--- src/timer_ccr_consts.svh ---
`ifndef TIMER_CCR_CONSTS_SVH
`define TIMER_CCR_CONSTS_SVH
// ==========================================
// register offsets (byte addresses)
`define OFF_CONTROL_ONE 8'h00
`define OFF_CHANNEL2_VALUE 8'h38
`define OFF_CHANNEL3_VALUE 8'h3C
`define OFF_CHANNEL4_VALUE 8'h40
`define OFF_BURST_CONTROL 8'h48
`define OFF_BURST_DATA_PORT 8'h4C
`define OFF_CHANNEL_MODE 8'h50
`define OFF_UPDATE_CTRL 8'h54
`define OFF_BURST_STATUS 8'h58
// ==========================================
// field positions
`define BLEN_MSB 12
`define BLEN_LSB 8
`define BBASE_MSB 4
`define BBASE_LSB 0
`define BURST_CTRL_MASK 16'h1F1F
`define BURST_MAX_FIELD 5'h11
// channel mode register: bit k-2 input-not-output, bit 4+k-2 preload enable
`define MODE_INPUT_LSB 0
`define MODE_PRELOAD_LSB 4
`define UPD_DISABLE_BIT 0
`define UPD_FORCE_BIT 1
`define RESET_VALUE16 16'h0000
`endif

--- src/timer_ccr_pkg.sv ---
package timer_ccr_pkg;
  typedef logic [15:0] half_t;
  typedef logic [7:0] addr_t;
  typedef enum logic [1:0] {
    BURST_IDLE = 2'b00,
    BURST_RUN = 2'b01
  } burst_state_e;
endpackage

--- src/ccr_channel.sv ---
`timescale 1ns/10ps
`include "timer_ccr_consts.svh"
module ccr_channel
  import timer_ccr_pkg::*;
(
  // clock and reset
  input wire logic SYS_CLK,
  input wire logic RST_N,
  // configuration
  input wire logic is_input,
  input wire logic preload_en,
  // events
  input wire logic wr_en,
  input wire timer_ccr_pkg::half_t wr_data,
  input wire logic update_event,
  input wire logic capture_event,
  input wire timer_ccr_pkg::half_t counter,
  // results
  output timer_ccr_pkg::half_t value_out,
  output logic compare_out
);
  half_t value_reg;
  half_t active_reg;
  logic compare_reg;

  // ==========================================
  // value register
  always_ff @(posedge SYS_CLK) begin
    if (!RST_N) begin
      value_reg <= `RESET_VALUE16;
    end else if (is_input && capture_event) begin
      value_reg <= counter;
    end else if (wr_en) begin
      value_reg <= wr_data;
    end
  end

  // ==========================================
  // active compare register
  always_ff @(posedge SYS_CLK) begin
    if (!RST_N) begin
      active_reg <= `RESET_VALUE16;
    end else if (!is_input && wr_en && !preload_en) begin
      active_reg <= wr_data;
    end else if (!is_input && preload_en && update_event) begin
      active_reg <= value_reg;
    end
  end

  // ==========================================
  // compare; registered so the top output is a flop
  always_ff @(posedge SYS_CLK) begin
    if (!RST_N) begin
      compare_reg <= 1'b0;
    end else begin
      compare_reg <= !is_input && (counter == active_reg);
    end
  end

  assign value_out = value_reg;
  assign compare_out = compare_reg;
endmodule

--- src/burst_sequencer.sv ---
`timescale 1ns/10ps
`include "timer_ccr_consts.svh"
module burst_sequencer
  import timer_ccr_pkg::*;
(
  // clock and reset
  input wire logic SYS_CLK,
  input wire logic RST_N,
  // configuration
  input wire logic [4:0] base_offset,
  input wire logic [4:0] length_field,
  // port access
  input wire logic access,
  input wire logic byte_mode,
  // target
  output timer_ccr_pkg::addr_t target_addr,
  output logic low_byte,
  output logic [4:0] index_out
);
  logic [4:0] index_reg;
  logic low_reg;
  logic last;

  // base plus index, word address converted to bytes
  assign target_addr = addr_t'({3'b000, base_offset} + {3'b000, index_reg}) << 2;
  assign last = (index_reg == length_field);
  assign low_byte = low_reg;
  assign index_out = index_reg;

  // ==========================================
  // transfer index
  always_ff @(posedge SYS_CLK) begin
    if (!RST_N) begin
      index_reg <= 5'h00;
      low_reg <= 1'b0;
    end else if (access) begin
      if (last) begin
        index_reg <= 5'h00;
        low_reg <= 1'b0;
      end else begin
        index_reg <= index_reg + 5'd1;
        // each byte goes to the next register, halves alternating
        low_reg <= byte_mode && !low_reg;
      end
    end
  end
endmodule

--- src/timer_ccr_dma_burst.sv ---
`timescale 1ns/10ps
`include "timer_ccr_consts.svh"
module timer_ccr_dma_burst
  import timer_ccr_pkg::*;
(
  // clock and reset
  input wire logic SYS_CLK,
  input wire logic RST_N,
  // register port
  input wire timer_ccr_pkg::addr_t ADDR,
  input wire timer_ccr_pkg::half_t WDATA,
  input wire logic WR,
  input wire logic RD,
  input wire logic BYTE_ACCESS,
  output timer_ccr_pkg::half_t RDATA,
  // time base
  input wire timer_ccr_pkg::half_t TIMER_COUNTER,
  input wire logic COUNTER_OVERFLOW,
  input wire logic COUNTER_UNDERFLOW,
  input wire logic [2:0] IN_CAPTURE_EVENT,
  // outputs
  output logic [2:0] OUT_COMPARE_SIGNAL,
  output logic UPDATE_EVENT,
  // redirected burst access to other timer registers
  output logic EXT_WR,
  output timer_ccr_pkg::addr_t EXT_ADDR,
  output timer_ccr_pkg::half_t EXT_WDATA
);
  import timer_ccr_pkg::*;

  localparam int NCH = 3;

  logic [4:0] burst_length_reg;
  logic [4:0] burst_base_offset_reg;
  logic [2:0] in_mode_reg;
  logic [2:0] preload_reg;
  logic update_disable_reg;
  logic force_update;
  logic update_now;
  logic update_reg;
  logic port_access;
  logic port_write;
  logic burst_low;
  logic [4:0] burst_index;
  addr_t burst_addr;
  addr_t eff_addr;
  half_t eff_wdata;
  logic eff_wr;
  logic eff_rd;
  half_t rdata_reg;
  half_t ch_value [NCH];
  logic [NCH-1:0] ch_wr;
  logic [NCH-1:0] ch_cmp;
  logic ext_wr_reg;
  addr_t ext_addr_reg;
  half_t ext_wdata_reg;

  // ==========================================
  // addresses and helpers
  function automatic logic [1:0] chan_of(input addr_t a);
    unique case (a)
      `OFF_CHANNEL2_VALUE: chan_of = 2'd1;
      `OFF_CHANNEL3_VALUE: chan_of = 2'd2;
      `OFF_CHANNEL4_VALUE: chan_of = 2'd3;
      default: chan_of = 2'd0;
    endcase
  endfunction

  // byte access lands on high byte first, low byte second; other half kept
  function automatic half_t merge_byte(input half_t old, input half_t wd, input logic lo, input logic bm);
    if (!bm) begin
      merge_byte = wd;
    end else if (lo) begin
      merge_byte = {old[15:8], wd[7:0]};
    end else begin
      merge_byte = {wd[7:0], old[7:0]};
    end
  endfunction

  // ==========================================
  // burst redirection
  assign port_access = (WR || RD) && (ADDR == `OFF_BURST_DATA_PORT);
  assign port_write = WR && (ADDR == `OFF_BURST_DATA_PORT);

  burst_sequencer u_seq (
    .SYS_CLK(SYS_CLK),
    .RST_N(RST_N),
    .base_offset(burst_base_offset_reg),
    .length_field(burst_length_reg),
    .access(port_access),
    .byte_mode(BYTE_ACCESS),
    .target_addr(burst_addr),
    .low_byte(burst_low),
    .index_out(burst_index)
  );

  // control one sits at offset zero, so base plus index is the address
  assign eff_addr = port_access ? (`OFF_CONTROL_ONE + burst_addr) : ADDR;
  assign eff_wr = WR;
  assign eff_rd = RD;

  always_comb begin
    eff_wdata = WDATA;
    for (int i = 0; i < NCH; i++) begin
      if (port_access && chan_of(eff_addr) == 2'(i + 1)) begin
        eff_wdata = merge_byte(ch_value[i], WDATA, burst_low, BYTE_ACCESS);
      end
    end
  end

  // ==========================================
  // update event generation
  assign update_now = ((COUNTER_OVERFLOW || COUNTER_UNDERFLOW) && !update_disable_reg) || force_update;
  assign force_update = WR && (eff_addr == `OFF_UPDATE_CTRL) && WDATA[`UPD_FORCE_BIT];

  always_ff @(posedge SYS_CLK) begin
    if (!RST_N) begin
      update_reg <= 1'b0;
    end else begin
      update_reg <= update_now;
    end
  end

  // ==========================================
  // configuration registers
  // a new burst setting keeps the running index; reprogram only between bursts
  always_ff @(posedge SYS_CLK) begin
    if (!RST_N) begin
      burst_length_reg <= 5'h00;
      burst_base_offset_reg <= 5'h00;
    end else if (WR && ADDR == `OFF_BURST_CONTROL) begin
      burst_length_reg <= (WDATA[`BLEN_MSB:`BLEN_LSB] > `BURST_MAX_FIELD) ?
                          `BURST_MAX_FIELD : WDATA[`BLEN_MSB:`BLEN_LSB];
      burst_base_offset_reg <= WDATA[`BBASE_MSB:`BBASE_LSB];
    end
  end

  always_ff @(posedge SYS_CLK) begin
    if (!RST_N) begin
      in_mode_reg <= 3'b000;
      preload_reg <= 3'b000;
      update_disable_reg <= 1'b0;
    end else if (eff_wr && eff_addr == `OFF_CHANNEL_MODE) begin
      in_mode_reg <= eff_wdata[`MODE_INPUT_LSB +: 3];
      preload_reg <= eff_wdata[`MODE_PRELOAD_LSB +: 3];
    end else if (eff_wr && eff_addr == `OFF_UPDATE_CTRL) begin
      update_disable_reg <= eff_wdata[`UPD_DISABLE_BIT];
    end
  end

  // ==========================================
  // channels 2 to 4
  genvar g;
  generate
    for (g = 0; g < NCH; g++) begin : gen_ch
      assign ch_wr[g] = eff_wr && (chan_of(eff_addr) == 2'(g + 1));
      ccr_channel u_ch (
        .SYS_CLK(SYS_CLK),
        .RST_N(RST_N),
        .is_input(in_mode_reg[g]),
        .preload_en(preload_reg[g]),
        .wr_en(ch_wr[g]),
        .wr_data(eff_wdata),
        .update_event(update_now),
        .capture_event(IN_CAPTURE_EVENT[g]),
        .counter(TIMER_COUNTER),
        .value_out(ch_value[g]),
        .compare_out(ch_cmp[g])
      );
    end
  endgenerate

  // ==========================================
  // redirected writes to registers outside this block
  always_ff @(posedge SYS_CLK) begin
    if (!RST_N) begin
      ext_wr_reg <= 1'b0;
      ext_addr_reg <= 8'h00;
      ext_wdata_reg <= `RESET_VALUE16;
    end else begin
      ext_wr_reg <= port_write && chan_of(eff_addr) == 2'd0;
      ext_addr_reg <= eff_addr;
      ext_wdata_reg <= WDATA;
    end
  end

  // ==========================================
  // read data, one cycle later; unmapped reads return zero
  always_ff @(posedge SYS_CLK) begin
    if (!RST_N) begin
      rdata_reg <= `RESET_VALUE16;
    end else if (eff_rd) begin
      unique case (eff_addr)
        `OFF_CHANNEL2_VALUE: rdata_reg <= ch_value[0];
        `OFF_CHANNEL3_VALUE: rdata_reg <= ch_value[1];
        `OFF_CHANNEL4_VALUE: rdata_reg <= ch_value[2];
        `OFF_BURST_CONTROL: rdata_reg <= {3'b000, burst_length_reg, 3'b000, burst_base_offset_reg};
        `OFF_CHANNEL_MODE: rdata_reg <= {9'h000, preload_reg, 1'b0, in_mode_reg};
        `OFF_UPDATE_CTRL: rdata_reg <= {15'h0000, update_disable_reg};
        `OFF_BURST_STATUS: rdata_reg <= {11'h000, burst_index};
        default: rdata_reg <= `RESET_VALUE16;
      endcase
    end else begin
      rdata_reg <= `RESET_VALUE16;
    end
  end

  assign RDATA = rdata_reg;
  assign OUT_COMPARE_SIGNAL = ch_cmp;
  assign UPDATE_EVENT = update_reg;
  assign EXT_WR = ext_wr_reg;
  assign EXT_ADDR = ext_addr_reg;
  assign EXT_WDATA = ext_wdata_reg;

  // input channels must keep their compare signal low
  for (genvar k = 0; k < NCH; k++) begin : gen_chk

  end
endmodule

--- config.mk ---
export PLATFORM = sky130hd
export DESIGN_NAME = timer_ccr_dma_burst
export DESIGN_NICKNAME = d
export VERILOG_FILES = /design/src/timer_ccr_pkg.sv /design/src/ccr_channel.sv /design/src/burst_sequencer.sv /design/src/timer_ccr_dma_burst.sv
export VERILOG_INCLUDE_DIRS = /design/src /design/src/src
export SDC_FILE = /design/constraint.sdc
export NUM_CORES = 1
export LEC_CHECK = 0
export ABC_AREA = 1
export BUFFER_PORTS_ARGS = -buffer_cell sky130_fd_sc_hd__buf_2
export CELL_PAD_IN_SITES_DETAIL_PLACEMENT = 0
export CELL_PAD_IN_SITES_GLOBAL_PLACEMENT = 2
export CORE_ASPECT_RATIO = 0.75
export CORE_MARGIN = 8
export CORE_UTILIZATION = 36
export CTS_BUF_LIST = sky130_fd_sc_hd__clkbuf_2 sky130_fd_sc_hd__clkbuf_4 sky130_fd_sc_hd__clkbuf_8
export CTS_CLUSTER_DIAMETER = 60
export CTS_CLUSTER_SIZE = 16
export DETAILED_ROUTE_END_ITERATION = 16
export HOLD_SLACK_MARGIN = 0.02
export PLACE_DENSITY = 0.92
export SLEW_MARGIN = 20
export SYNTH_ARGS = -nofsm -noshare
export SYNTH_HDL_FRONTEND = slang
export SYNTH_SLANG_ARGS = --single-unit
--- constraint.sdc ---
create_clock -name SYS_CLK -period 5.6 [get_ports SYS_CLK]
set_input_delay 0.56 -clock SYS_CLK [delete_from_list [all_inputs] [get_ports SYS_CLK]]
set_output_delay 0.56 -clock SYS_CLK [all_outputs]
set_load 0.03 [all_outputs]
After elaboration in Yosys (flattened, before gate mapping)
Cells that the tools add are included.
W data, S select, Z words.

operators by class
  add/subtract/negate cells = 2
  magnitude comparators = 1
  eq/ne operators = 16
  multiplexer cells = 28
  bitwise operators = 1
  reductions and logical operators = 53

operator list
  kind                   number
  $mux W16               21
  $pmux W16 S7           1
  $eq A8 B7 Y1 const B   7
  $eq A16 B16 Y1         3
  $logic_and A1 B1 Y1    33
  $eq A8 B6 Y1 const B   2
  $reduce_bool A2 Y1     6
  $mux W5                2
  $logic_not A1 Y1       8
  $mux W8                1
  $add A5 B5 Y6          1
  $pmux W2 S3            1
  $add A5 B1 Y5 const B  1
  $eq A5 B5 Y1           1
  $gt A5 B5 Y1 const B   1
  $eq A2 B2 Y1 const B   2
  $reduce_and A2 Y1      2
  $logic_or A1 B1 Y1     3
  $eq A2 B1 Y1 const B   1
  $logic_not A2 Y1       1
  $mux W2                1
  $mux W1                1
  $not A1 Y1             1

storage, ports and cells
  register bits after elaboration = 164
  output and inout port bits = 45

Longest topological paths before layout
Gate-level depths: netlist of the first run.

  word-level depth = 12
  mapped depth = 19
  depth with buffers taken out = 17

Cells and area by module
A second synthesis of the first run with hierarchy kept.

unflattened totals
  cell total of the unflattened synthesis = 1512
  area, all modules = 9937.0 sq um

modules (own cells, without submodules)
  module               cells an instance  area an instance (sq um)  times used
  ccr_channel          270                1853.0                    3
  timer_ccr_dma_burst  624                3842.4                    1
  burst_sequencer      78                 535.5                     1

Worst setup path before layout of the first run
No wires, ideal clock.

  path kind = flip-flop to flip-flop
  start point = register u_seq.index_reg[0] (netlist: u_seq.index_out[0])
  end point = register gen_ch[1].u_ch.value_reg[10]
  clock period less this slack = 2.694 ns
  library setup time = 0.128 ns
  setup slack = 2.906 ns
  data arrival time = 2.566 ns
  stages on the path, launching flop included = 17
  required time = 5.472 ns
  cells stage by stage = dfxtp_1 > ha_1 > fa_1 > xor2_1 > nand3_1 > nand2_1 > nand3_1 > nor2_1 > buf_2 > nand2_2 > inv_2 > nand2_2 > nand2_2 > buf_4 > o22ai_1 > a21oi_1 > nor2_1

on the way
  longest elaborated chain between the ends = 11
  elaborated cells on any way between the ends = 19
  classes of those cells = add/sub: 1; eq/ne: 6; mux: 7; reduce/logical: 5

RTL lines
  what                                                 line                        RTL
  start: declaration                                   burst_sequencer.sv:20       logic [4:0] index_reg;
  start signal: assignment                             burst_sequencer.sv:41       index_reg <= index_reg + 5'd1;
  $add A5 B5 Y6 *                                      burst_sequencer.sv:25       assign target_addr = addr_t'({3'b000, base_offset} + {3'b000, index_reg}) << 2;
  $mux W8 *                                            timer_ccr_dma_burst.sv:98   assign eff_addr = port_access ? (`OFF_CONTROL_ONE + burst_addr) : ADDR;
  $eq A8 B7 Y1 / $eq A8 B6 Y1 (equally long branches)  timer_ccr_dma_burst.sv:61   unique case (a)
  $pmux W2 S3 *                                        timer_ccr_dma_burst.sv:61
  $eq A2 B1 Y1                                         timer_ccr_dma_burst.sv:105  if (port_access && chan_of(eff_addr) == 2'(i + 1)) begin
  $logic_and A1 B1 Y1                                  timer_ccr_dma_burst.sv:105
  $mux W16 (3 in a row)                                timer_ccr_dma_burst.sv:105
  $mux W16                                             ccr_channel.sv:33           end else if (wr_en) begin
  $mux W16                                             ccr_channel.sv:31           end else if (is_input && capture_event) begin
  end signal: assignment                               ccr_channel.sv:30           value_reg <= `RESET_VALUE16;
  end signal: assignment                               ccr_channel.sv:32           value_reg <= counter;
  end signal: assignment                               ccr_channel.sv:34           value_reg <= wr_data;
  end: declaration                                     ccr_channel.sv:22           half_t value_reg;

Every way passes the cells marked *; elsewhere a longest branch is shown, timed or not. The select of a mux whose other input is x is not followed.
A chain may end at the register's enable or synchronous reset.

Final worst setup path of the first run
  start point = register u_seq.index_reg[0] (netlist: u_seq.index_out[0])
  end point = register gen_ch[0].u_ch.active_reg[14]

on the way
  longest elaborated chain between the ends = 10
  elaborated cells on any way between the ends = 25
  classes of those cells = add/sub: 1; eq/ne: 7; mux: 6; reduce/logical: 11

RTL lines
  what                                                 line                                                    RTL
  $add A5 B5 Y6 *                                      burst_sequencer.sv:25
  $mux W8 *                                            timer_ccr_dma_burst.sv:98
  $eq A8 B7 Y1 / $eq A8 B6 Y1 (equally long branches)  timer_ccr_dma_burst.sv:61
  $pmux W2 S3                                          timer_ccr_dma_burst.sv:61
  $eq A2 B1 Y1                                         timer_ccr_dma_burst.sv:105, timer_ccr_dma_burst.sv:156
  $logic_and A1 B1 Y1                                  timer_ccr_dma_burst.sv:105
  $mux W16 (3 in a row)                                timer_ccr_dma_burst.sv:105
  $mux W16                                             ccr_channel.sv:43                                       end else if (!is_input && wr_en && !preload_en) begin
  end signal: assignment                               ccr_channel.sv:42                                       active_reg <= `RESET_VALUE16;
  end signal: assignment                               ccr_channel.sv:44                                       active_reg <= wr_data;
  end signal: assignment                               ccr_channel.sv:46                                       active_reg <= value_reg;
  end: declaration                                     ccr_channel.sv:23                                       half_t active_reg;

Every way passes the cells marked *; elsewhere a longest branch is shown, timed or not.

==> results by stage, run 1 <==
Clock network:
- The clock sink count is about 160.
- Clock-pin slew was measured on the worst setup and hold paths at ~0.11 ns.
- The clock tree synthesis step divided the H-tree into 4 levels.
- No sink is reached through more buffers than the 2 on the longest clock path.
- In this run, post-CTS repair resized a total of 0 instances.
- The number of hold buffers added after CTS was 0.
- The clock tree from TritonCTS is built.
- TritonCTS created 17 clock buffers.
- The number of post-CTS setup repair buffers is 0.
- The cell chosen for the clock root is sky130_fd_sc_hd__clkbuf_8.
- The clock reaches the later pin of the worst-skew pair after roughly 0.49 ns.

Yosys:
- By area the synthesized netlist is led by sky130_fd_sc_hd__dfxtp_1 (36%), sky130_fd_sc_hd__nand2_1 (11%), sky130_fd_sc_hd__o21ai_0 (8.5%).
- In the synthesized netlist the dominant register cell turns out to be sky130_fd_sc_hd__dfxtp_1.
- Of the synthesized area, sequential elements account for 0.362.
- In this run the cell area of the synthesized design comes to between 0.009 and 0.01 mm².
- The count of unique library cells instantiated by Yosys is between 40 and 50.
- During synthesis, Yosys emitted a total of 0 warnings.
- Synthesis produced a netlist whose cell count is 1,376.
- The flip-flop and latch count after synthesis is between 150 and 200.
- Dividing the synthesized area by the synthesized cell count gives 6.60 µm².
- The biggest area contributor in the post-synthesis netlist is sky130_fd_sc_hd__dfxtp_1.
- Counting every net in the synthesized netlist gives roughly 1,400.
- In this run, synthesis inferred 0 flip-flops with an integrated enable.
- Of the post-synthesis cell area, the dominant cell type holds 0.362.
- Counting flops with an async set or reset pin after synthesis yields a share of 0.

Timing:
- The final total negative setup slack is 0 ns.
- The final worst hold slack is 0.288 ns.
- Setup repair after global routing left no endpoint under its margin.
- The final number of hold-violating endpoints is 0.
- The fraction of the cycle the final worst path needs is 0.759.
- The worst slew margin relative to its limit is 0.332.
- The upper clock frequency limit is approximately 0.24 GHz.
- The number of endpoints failing setup at the final stage is 0.
- At the pin with the least slew margin, the transition time is around 1 ns.
- The worst path needs ~4.2 ns of the cycle, external delays included.
- On the final layout, the worst clock skew is between 0.015 and 0.02 ns.
- The final number of max-transition violations is 0.

Routing:
- After detailed routing, the average wire length per cell comes to ~20 µm.
- After detailed routing, the total wire length is between 30,000 and 40,000 µm.
- Across all layers, the routed design uses around 9,800 vias.
- In this run, the number of DRC markers left after iteration 0 of detailed routing was approximately 1,100.
- The number of nets with antenna violations after routing is 0.
- In the routed design, unresolved DRC markers number 0.
- Using the TritonRoute via totals, the vias-per-cell ratio works out to 5.52.
- For this run, the detailed router's first-pass iteration total came to 6.

GRT:
- The number of global-route vias before repair is slightly above 9,000.
- Entering global routing, the biggest net connects slightly above 70 pins.
- The total grt overflow is 0.
- The overall global routing resource usage is 0.231.
- The number of antenna violations at the first check in global routing is 0.
- The wire length of the first global-routing pass is 54,800 µm.

Floorplan:
- From bottom edge to top edge, the die measures roughly 150 µm.
- The area of the core is between 0.02 and 0.025 mm².
- The floorplan die area is about 0.031 mm².
- From left edge to right edge, the die measures 199 µm.
- In this run the count of I/O pins placed on the die edge is between 90 and 100.
- The floorplan has 50 rows.
- The initial cell density of the core is 0.365.

Finish:
- The number of antenna diodes in the final layout is 0.
- From synthesis to final layout, the design area changed by 11.5%.
- The sequential standard cell area is 0.00328 mm².
- The final net count is roughly 1,500.
- Leaving out fill and tap cells, the most frequent cell in the layout is sky130_fd_sc_hd__nand2_1.
- The multi-input logic area is approximately 0.0048 mm².
- Of the cells placed in the final design, the portion with a size suffix greater than 1 is 0.122.
- The number of filler instances in the final layout is approximately 2,800.
- In the layout the commonest cells are sky130_fd_sc_hd__nand2_1 (266), sky130_fd_sc_hd__dfxtp_1 (164), sky130_fd_sc_hd__inv_1 (164), sky130_fd_sc_hd__o21ai_0 (155), sky130_fd_sc_hd__nor2_1 (151).

Critical path:
- In this run the register-to-register setup slack is around 1.4 ns.
- The type of element capturing the critical path is a flop.
- The setup path with the least slack is of type flop to flop.
- The maximum fanout along the worst path is 15.
- STA puts the critical path data required time at around 6 ns.
- STA classifies the critical path startpoint as a flop.
- The data arrival time of the critical path is between 4 and 5 ns.

Power and ir drop:
- Power spread over the standard cell area amounts to about 230 mW/mm².
- The peak ir drop on the vdd network is 0.137 mV.
- For this design the static power due to leakage is 4.42 nW.

Placement:
- Summed over all nets, the half-perimeter wirelength after detailed placement is between 20,000 and 30,000 µm.
- The count of buffers added on input and output ports is 94.
- The weighted congestion reported at the end of routability-driven placement is approximately 0.92.

Hold path:
- In this run the worst hold path is classified as primary input to flop.

Run:
- The number of maximum-capacitance violations is 0.

Status:
- The flow ran to the end, and the final reports show no timing, DRC or antenna violations.
[per-stage QoR]
step / instance area (µm²) / total power [mW] / util / setup WS (ns) / instances
2_1_floorplan: 9080 / 1.33 / - / 2.91 / 1376
3_3_place_gp: 9730 / 1.42 / 0.391 / 1.56 / 1749
3_5_place_dp: 9730 / 1.42 / 0.391 / 1.45 / 1749
4_1_cts: 10100 / 2.29 / 0.406 / 1.46 / 1781
5_1_grt: 10100 / 2.37 / 0.407 / 1.02 / 1781
6_report: 10100 / 2.29 / 0.407 / 1.35 / 1781
[per-layer routing]
layer  share of wire  GRT usage
met1            0.49      0.344
met2            0.42      0.330
met3           0.077     0.0432
met4           0.021     0.0661
met5               0          0
[area by class of cell]
type                            instances  share of cell area
Multi-Input combinational cell        970               0.478
Sequential cell                       164               0.324
Inverter                              175              0.0649
Timing Repair Buffer                  102              0.0524
Tap cell                              338              0.0418
Clock buffer                           17              0.0231
Clock inverter                         15              0.0152
[critical path, cell delays in order (launching register included)]
cell and delay [ns]:
sky130_fd_sc_hd__dfxtp_1 0.39, sky130_fd_sc_hd__ha_1 0.26, sky130_fd_sc_hd__fa_1 0.45, sky130_fd_sc_hd__xor2_1 0.22
sky130_fd_sc_hd__nand3_1 0.13, sky130_fd_sc_hd__nand2_1 0.24, sky130_fd_sc_hd__nand3_1 0.13, sky130_fd_sc_hd__nor2_2 0.36
sky130_fd_sc_hd__nand2_1 0.45, sky130_fd_sc_hd__nor2_1 0.38, sky130_fd_sc_hd__nand3_1 0.54, sky130_fd_sc_hd__clkinv_1 0.40
sky130_fd_sc_hd__nand2_1 0.09, sky130_fd_sc_hd__a21oi_1 0.13
[kinds of logic after synthesis]
| family | share of synthesized area |
|---|---|
| compound gates | 0.238 |
| flops | 0.362 |
| simple gates | 0.267 |
| fa+ha+maj | 0.0105 |
| buf+inv | 0.107 |
| xor+xnor | 0.0154 |
[cell usage after synthesis (6+ instances only)]
cell and n:
sky130_fd_sc_hd__a21oi_1 137, sky130_fd_sc_hd__buf_2 18, sky130_fd_sc_hd__buf_4 7, sky130_fd_sc_hd__clkbuf_1 37, sky130_fd_sc_hd__dfxtp_1 164, sky130_fd_sc_hd__ha_1 6, sky130_fd_sc_hd__inv_1 165, sky130_fd_sc_hd__nand2_1 266
sky130_fd_sc_hd__nand2_2 8, sky130_fd_sc_hd__nand3_1 49, sky130_fd_sc_hd__nand4_1 39, sky130_fd_sc_hd__nor2_1 152, sky130_fd_sc_hd__nor3_1 6, sky130_fd_sc_hd__nor4_1 10, sky130_fd_sc_hd__o21ai_0 155, sky130_fd_sc_hd__o22ai_1 60
sky130_fd_sc_hd__or2_2 8, sky130_fd_sc_hd__xor2_1 11
[final timing paths]
path | from | endpoint | cells past startpoint
max | u_seq.index_out[0] | gen_ch[0].u_ch.active_reg[14] | 13
min | ADDR[0] | EXT_ADDR[0] | 3
max reg2reg | u_seq.index_out[0] | gen_ch[0].u_ch.active_reg[14] | 13
min reg2reg | preload_reg[1] | RDATA[5] | 2
[report_power, final]
group          internal, mW  switching [mW]
Combinational        0.0540           0.162
Sequential             1.18         0.00417
Clock                 0.363           0.530
Total                  1.59           0.696
Power figures use the tool's default switching activity.
==> run 2, diff against run 1 <==
Settings changed: CORE_UTILIZATION 36 to 30, PLACE_DENSITY 0.92 to 0.82.
Clock period 5.6 ns to 3.55 ns, I/O delays scaled along.
==> run 2 against run 1 <==
  * Routed wire length is 6.3% higher
  * Power up 66%
  * Critical path depth is the same
  * Setup slack got worse by 1.1 ns
  * First-iteration DRC count down 6.7%
  * Largest power group unchanged
==> results by stage, run 2 (synthesis gave the netlist of run 1 again) <==
Routing:
- The count of nets left with antenna violations once routing finished came out at 0.
- The number of vias per cell after detailed routing is between 5 and 6.
- For this run, the detailed router's first-pass iteration total came to 5.
- The DRC violations left is 0.
- The final route contains 9,760 vias.
- The wire length after detailed routing is 38,000 µm.
- For this block, the initial DRC count from the detailed router was approximately 1,000.
- The mean routed wirelength per cell is just over 20 µm.

Finish:
- The total non-filler cell area in the finished layout is 0.0105 mm².
- Of the cells placed in the final design, the portion with a size suffix greater than 1 is 0.139.
- Compared with the post-synthesis result, the final layout area differs by 15.2%.
- The number of antenna diodes in the final layout is 0.
- Measured on the finished design, the core utilization comes to 0.349.
- The final layout contains about 1,500 nets.
- The most common cell after layout, fill and taps aside is sky130_fd_sc_hd__nand2_1.
- Leaving out fill and tap cells, the most frequent cells in the layout are sky130_fd_sc_hd__nand2_1 (265), sky130_fd_sc_hd__dfxtp_1 (164), sky130_fd_sc_hd__inv_1 (164), sky130_fd_sc_hd__o21ai_0 (155), sky130_fd_sc_hd__nor2_1 (151).

Timing:
- The actual slew at the worst max-slew pin is 0.852 ns.
- The final worst hold slack is ~0.075 ns.
- Derived from the worst setup path, the maximum achievable clock frequency is 0.306 GHz.
- The worst pin sits at a relative slew slack of 0.430.
- Dividing the final minimum period by the clock period gives 0.922.
- Clock skew on the completed layout was measured at approximately 0.018 ns.
- The number of endpoints failing setup at the final stage is 0.
- The final number of hold-violating endpoints is 0.
- The final number of max-transition violations came to 0.
- Setup repair after global routing left no endpoint under its margin.
- Counting I/O delays and the setup requirement, the final critical path takes approximately 3.3 ns.
- The final total negative setup slack is 0 ns.

GRT:
- Entering global routing, the biggest net connects between 60 and 70 pins.
- Across every metal layer, demand over resource in global routing totals 0.205.
- The number of global-route vias before repair is about 9,300.
- The number of antenna violations at the first check in global routing was 0.
- After global routing the overflow that remains totals 0.
- The first global-routing pass estimated about 57,000 µm of wire.

Power and ir drop:
- Summed over all cells, the static leakage comes to around 4.6 nW.
- The sequential fraction of design power is 0.491.
- The clock network fraction of total power is 0.416.
- For this design the total switching power over the nets is 1.08 mW.
- The share of total power dissipated in combinational logic is 0.093.
- The fraction of power spent switching nets is 0.283.
- The power density normalized to cell area is 363 mW/mm².
- VDD sags by at most between 0.2 and 0.25 mV.
- The design internal power is 2.72 mW.

Placement:
- The HPWL after detailed placement is 28,900 µm.
- The post-detailed-placement cell area is 0.0100 mm².
- The weighted congestion reported at the end of routability-driven placement is a little under 0.9.
- Input and output buffers added on the ports amount to 94.

Clock network:
- Clock latency on the worst-skew pair, taken at its later pin, is slightly below 0.5 ns.
- The clock edge transition at the registers on the reported setup and hold paths is 0.11 ns.
- The number of buffers added by the clock tree synthesis step is 17.
- The clock sink count is between 150 and 200.
- The quantity of hold-fixing buffers added after cts is 0.
- The cell sitting at the root of the clock tree is a sky130_fd_sc_hd__clkbuf_8.
- TritonCTS built the clock tree.
- The depth of the CTS H-tree is 4.
- The number of post-CTS setup repair buffers is 0.
- The post-CTS resize count is 0.
- The maximum clock path buffer count is 2.

Critical path:
- The worst setup path is of the flop to flop kind.
- The number of buffers and inverters on the critical path is 0.
- At the worst endpoint, the required time is between 3 and 4 ns.
- Data on the critical path arrives at its endpoint at ~3.7 ns.
- The delay contributed by the slowest stage of the critical path is approximately 0.43 ns.
- The type of element capturing the critical path is a flop.
- The most repeated library cell on the critical path is sky130_fd_sc_hd__nand2_1.
- The signal on the critical path passes through ha_1 -> fa_1 -> xor2_1 -> nand3_1 -> nand2_1 -> nand3_1 -> nor2_4 -> nand2_1 -> nor2_1 -> nand3_2 -> nand2_1 -> o21ai_0 -> a21oi_1.
- The kind of cell adding the most delay to the critical path is simple AND/OR/NAND/NOR gates.
- The critical-path cell with the highest stage delay is sky130_fd_sc_hd__fa_1.
- The maximum fanout along the worst path is 10.
- The critical path startpoint category is a flop.

Floorplan:
- The initial utilization of the core area, before any placement, comes to 0.303.
- Measured along the x axis, the die boundary spans around 220 µm.
- The floorplan die area is approximately 0.036 mm².
- In this run the core area contains between 50 and 60 standard-cell rows.
- The region available for standard cell placement spans between 0.03 and 0.04 mm².
- The chip height is about 170 µm.
- The count of pins on the block boundary is 95.

Run:
- The number of maximum-capacitance violations is 0.

Status:
- The flow ran to the end, and the final reports show no timing, DRC or antenna violations.

Hold path:
- The path class of the tightest hold or removal check is primary input to flop.
-- run 2: path summary, 6_finish.rpt --
kind | startpoint | to | slack, ns | cells after the start
max | burst_base_offset_reg[0] | gen_ch[0].u_ch.active_reg[14] | 0.28 | 13
min | ADDR[0] | EXT_ADDR[0] | 0.08 | 3
max reg2reg | burst_base_offset_reg[0] | gen_ch[0].u_ch.active_reg[14] | 0.28 | 13
min reg2reg | burst_length_reg[2] | burst_length_reg[2] | 0.50 | 2
-- run 2: power groups by stage --
stage | Combinational [mW] | Clock, mW | Sequential (mW)
detailed placement | 0.351 | 0 | 1.91
global placement | 0.352 | 0 | 1.91
floorplan | 0.162 | 0 | 1.94
finish | 0.354 | 1.58 | 1.86
CTS | 0.353 | 1.61 | 1.86
global route | 0.386 | 1.68 | 1.87
-- run 2: metrics by stage --
step           setup slack, ns  power (mW)  std cells
2_1_floorplan            0.856        2.10       1376
3_3_place_gp             0.254        2.26       1837
3_5_place_dp             0.177        2.26       1837
4_1_cts                  0.160        3.83       1869
5_1_grt                 0.0224        3.94       1869
6_report                 0.277        3.80       1869
-- run 2: area by class of cell --
| class | instances | area, µm² |
|---|---|---|
| clock buffer | 17 | 234 |
| tap | 399 | 499 |
| clock inverter | 15 | 200 |
| multi-input combinational | 970 | 4840 |
| sequential | 164 | 3280 |
| fill | 3368 | 19500 |
| inverter | 175 | 657 |
| timing repair buffer | 129 | 746 |
-- run 2: metal layers --
layer  vias to the layer above  share of wire  GRT usage
li1                       4753              -          -
met1                      4609           0.48      0.299
met2                       365           0.42      0.301
met3                        33          0.083     0.0518
met4                         0          0.012     0.0420
met5                         -              0          0
-- run 2: worst min-delay path, cell delays in order --
cell and delay (ns):
sky130_fd_sc_hd__buf_2 0.10, sky130_fd_sc_hd__nand2_1 0.05, sky130_fd_sc_hd__inv_1 0.04
==> run 3, diff against run 2 <==
Settings changed: BUFFER_PORTS_ARGS -buffer_cell sky130_fd_sc_hd__buf_2 to default, CORE_UTILIZATION 30 to 39, DONT_BUFFER_PORTS from default to 1, PLACE_DENSITY 0.82 to 0.92.
Clock period 3.55 ns to 4.1 ns, I/O delays scaled along.
==> run 3 against run 2 <==
  * Design area decreased by 5.0%
  * Critical endpoint is now gen_ch[1].u_ch.value_out[14]
  * First-iteration DRC count increased by 8.4%
  * Cell count decreased by 10%
==> results by stage, run 3 (synthesis gave the netlist of run 1 again) <==
Routing:
- The first TritonRoute pass finished after 6 iterations.
- After the first detailed-routing iteration, the DRC count stood at ~1,100.
- The number of vias per cell after detailed routing is 5.70.
- The total number of vias is 9,599.
- After detailed routing, the number of remaining DRC violations is 0.
- Wires add up to 35,600 µm.
- The number of nets with antenna violations after routing is 0.
- The mean routed wirelength per cell is ~21 µm.

Timing:
- The clock period minus worst slack is approximately 3.7 ns.
- For the pin with the worst max-slew slack, the measured transition is ~0.95 ns.
- Clock skew on the completed layout was measured at around 0.024 ns.
- The fraction of the cycle the final worst path needs is 0.899.
- The worst pin sits at a relative slew slack of 0.367.
- The final number of max-transition violations came to 0.
- The final number of hold-violating endpoints is 0.
- The upper clock frequency limit is between 0.2 and 0.3 GHz.
- Setup repair after global routing left no endpoint under its margin.
- The number of endpoints failing setup at the final stage is 0.
- The final total negative setup slack is 0 ns.

Critical path:
- The buffers plus inverters on the worst setup path is 1.
- Data on the critical path is required at its endpoint by about 4.4 ns.
- In this design, the stage delay of the slowest critical-path cell is roughly 0.50 ns.
- The critical path startpoint category is a flop.
- In this design, the largest share of critical-path delay is due to simple AND/OR/NAND/NOR gates.
- The reg-to-reg startpoint is u_seq.index_out[0].
- The internal reg-to-reg setup slack is about 0.41 ns.
- The worst setup path is captured at a flop.
- The worst register-to-register path has a depth of 15.
- The endpoint of the lowest-slack register-to-register path is gen_ch[1].u_ch.value_out[14].
- In this run the worst path has a maximum fanout of 12.
- The critical path is of the flop to flop type.
- The signal on the critical path passes through ha_1 -> fa_1 -> xor2_1 -> nand3_1 -> nand2_1 -> nand3_1 -> nor2_2 -> buf_4 -> nand3_1 -> nand2_1 -> nand3_1 -> nand2_1 -> nand2_1 -> a21oi_1 -> nor2_1.
- The largest individual stage delay along the critical path comes from the cell sky130_fd_sc_hd__nor2_2.
- The data arrival time of the critical path is around 4.0 ns.

Hold path:
- The worst hold path startpoint is WDATA[0].
- The number of stages on the worst hold path is 2.
- The endpoint with the worst hold slack is EXT_WDATA[0].
- The type of the worst min-delay path is primary input to flop.

Clock network:
- Clock-pin slew was measured on the worst setup and hold paths at 0.09 ns.
- The clock tree synthesis step divided the H-tree into 4 levels.
- TritonCTS created 17 clock buffers.
- The clock tree from TritonCTS is built.
- The later-pin clock latency in the skew report is between 0.4 and 0.5 ns.
- Clock tree synthesis found a total of 164 sinks.
- The maximum clock path buffer count is 2.
- Clock tree synthesis selected as its root buffer the cell sky130_fd_sc_hd__clkbuf_8.

Finish:
- The multi-input logic area is a little under 0.005 mm².
- Leaving out fill and tap cells, the most frequent cell in the layout is sky130_fd_sc_hd__nand2_1.
- In the final layout, the share of cells above drive strength 1 is 0.0687.
- The final net count is approximately 1,400.
- The filler cells instantiated in the layout total 2,490.
- The growth of design area from synthesis to finish is 9.40%.
- The top cell types in the final layout, fill and taps aside, are sky130_fd_sc_hd__nand2_1 (266), sky130_fd_sc_hd__dfxtp_1 (164), sky130_fd_sc_hd__inv_1 (164), sky130_fd_sc_hd__o21ai_0 (155), sky130_fd_sc_hd__nor2_1 (151).
- In the final layout, flip-flops and latches occupy approximately 0.0033 mm².

GRT:
- The first global-routing pass estimated about 54,000 µm of wire.
- Entering global routing, the biggest net connects slightly below 80 pins.
- The overall global routing resource usage is 0.246.
- The total grt overflow is 0.
- The number of global-route vias before repair is 8,744.
- The number of antenna violations at the first check in global routing is 3.

Placement:
- The quantity of I/O buffers inserted on ports is 0.
- At the end of routability-driven placement, the weighted congestion stood at roughly 0.9.
- The wire-length estimate of the detail-placed layout is approximately 26,000 µm.

Status:
- The run finished with clean final reports.

Floorplan:
- Pin placement for this block handled 95 I/O pins.
- The floorplan die area is 0.0285 mm².
- The initial cell density of the core is 0.396.
- The die extent in x is a little under 200 µm.
- The floorplan has 48 rows.
- In this run the vertical extent of the chip is between 100 and 150 µm.
- The area of the core is between 0.02 and 0.025 mm².

Run:
- The number of maximum-capacitance violations is 0.

Power and ir drop:
- The overall power consumption is between 3 and 4 mW.
- The analysis attributes to cell leakage a power of approximately 4.2 nW.
- Power spread over the standard cell area amounts to roughly 320 mW/mm².
- The worst-case IR drop observed on VDD is roughly 0.20 mV.
-- run 3: worst max-delay path by stage --
stage	depth (start not counted)	startpoint	to	slack, ns
2_1_floorplan	16	u_seq.index_out[0]	gen_ch[1].u_ch.value_out[10]	1.41
4_1_cts	14	u_seq.index_out[0]	preload_reg[0]	0.48
6_report	15	u_seq.index_out[0]	gen_ch[1].u_ch.value_out[14]	0.41
5_1_grt	14	u_seq.index_out[0]	gen_ch[1].u_ch.value_out[1]	0.10
3_5_place_dp	13	u_seq.index_out[0]	gen_ch[2].u_ch.active_reg[4]	0.53
3_3_place_gp	15	u_seq.index_out[0]	gen_ch[2].u_ch.value_out[14]	0.63
-- run 3: where the power goes --
part	total (mW)	leakage [nW]	internal [mW]	switching, mW
Combinational	0.204	2.63	0.0626	0.142
Sequential	1.64	1.33	1.61	0.0350
Clock	1.32	0.209	0.658	0.665
Total	3.17	4.17	2.33	0.842
-- run 3: area by class of cell --
| cell class | count | share of cell area |
|---|---|---|
| Clock buffer | 17 | 0.0236 |
| Timing Repair Buffer | 43 | 0.0373 |
| Multi-Input combinational cell | 970 | 0.486 |
| Sequential cell | 164 | 0.331 |
| Antenna cell | 1 | 0.000252 |
| Tap cell | 300 | 0.0378 |
| Inverter | 175 | 0.0661 |
| Clock inverter | 13 | 0.0185 |
-- run 3: repair_timing --
item                      4_1_cts  5_1_grt
hold endpoints to repair       14        0
gates resized for setup         0        0
hold buffers                   19        0
setup buffers                   0        0
-- run 3: routing by layer --
metal | track usage | part of all wire | up-vias
met4 | 0.0598 | 0.015 | 0
met1 | 0.366 | 0.47 | 4506
met3 | 0.0604 | 0.10 | 46
met2 | 0.346 | 0.42 | 464
li1 | - | - | 4583
met5 | 0 | 0 | -
-- run 3: metrics by stage --
| step | hold slack (ns) | worst slack, ns | utilization | area, µm² | std cells |
|---|---|---|---|---|---|
| floorplan | 0.444 | 1.41 | - | 9080 | 1376 |
| global placement | 0.474 | 0.630 | 0.406 | 9320 | 1633 |
| detailed placement | 0.476 | 0.528 | 0.406 | 9320 | 1633 |
| CTS | 0.0201 | 0.480 | 0.433 | 9930 | 1682 |
| global route | 0.0368 | 0.100 | 0.433 | 9930 | 1683 |
| finish | 0.0362 | 0.414 | 0.433 | 9930 | 1683 |
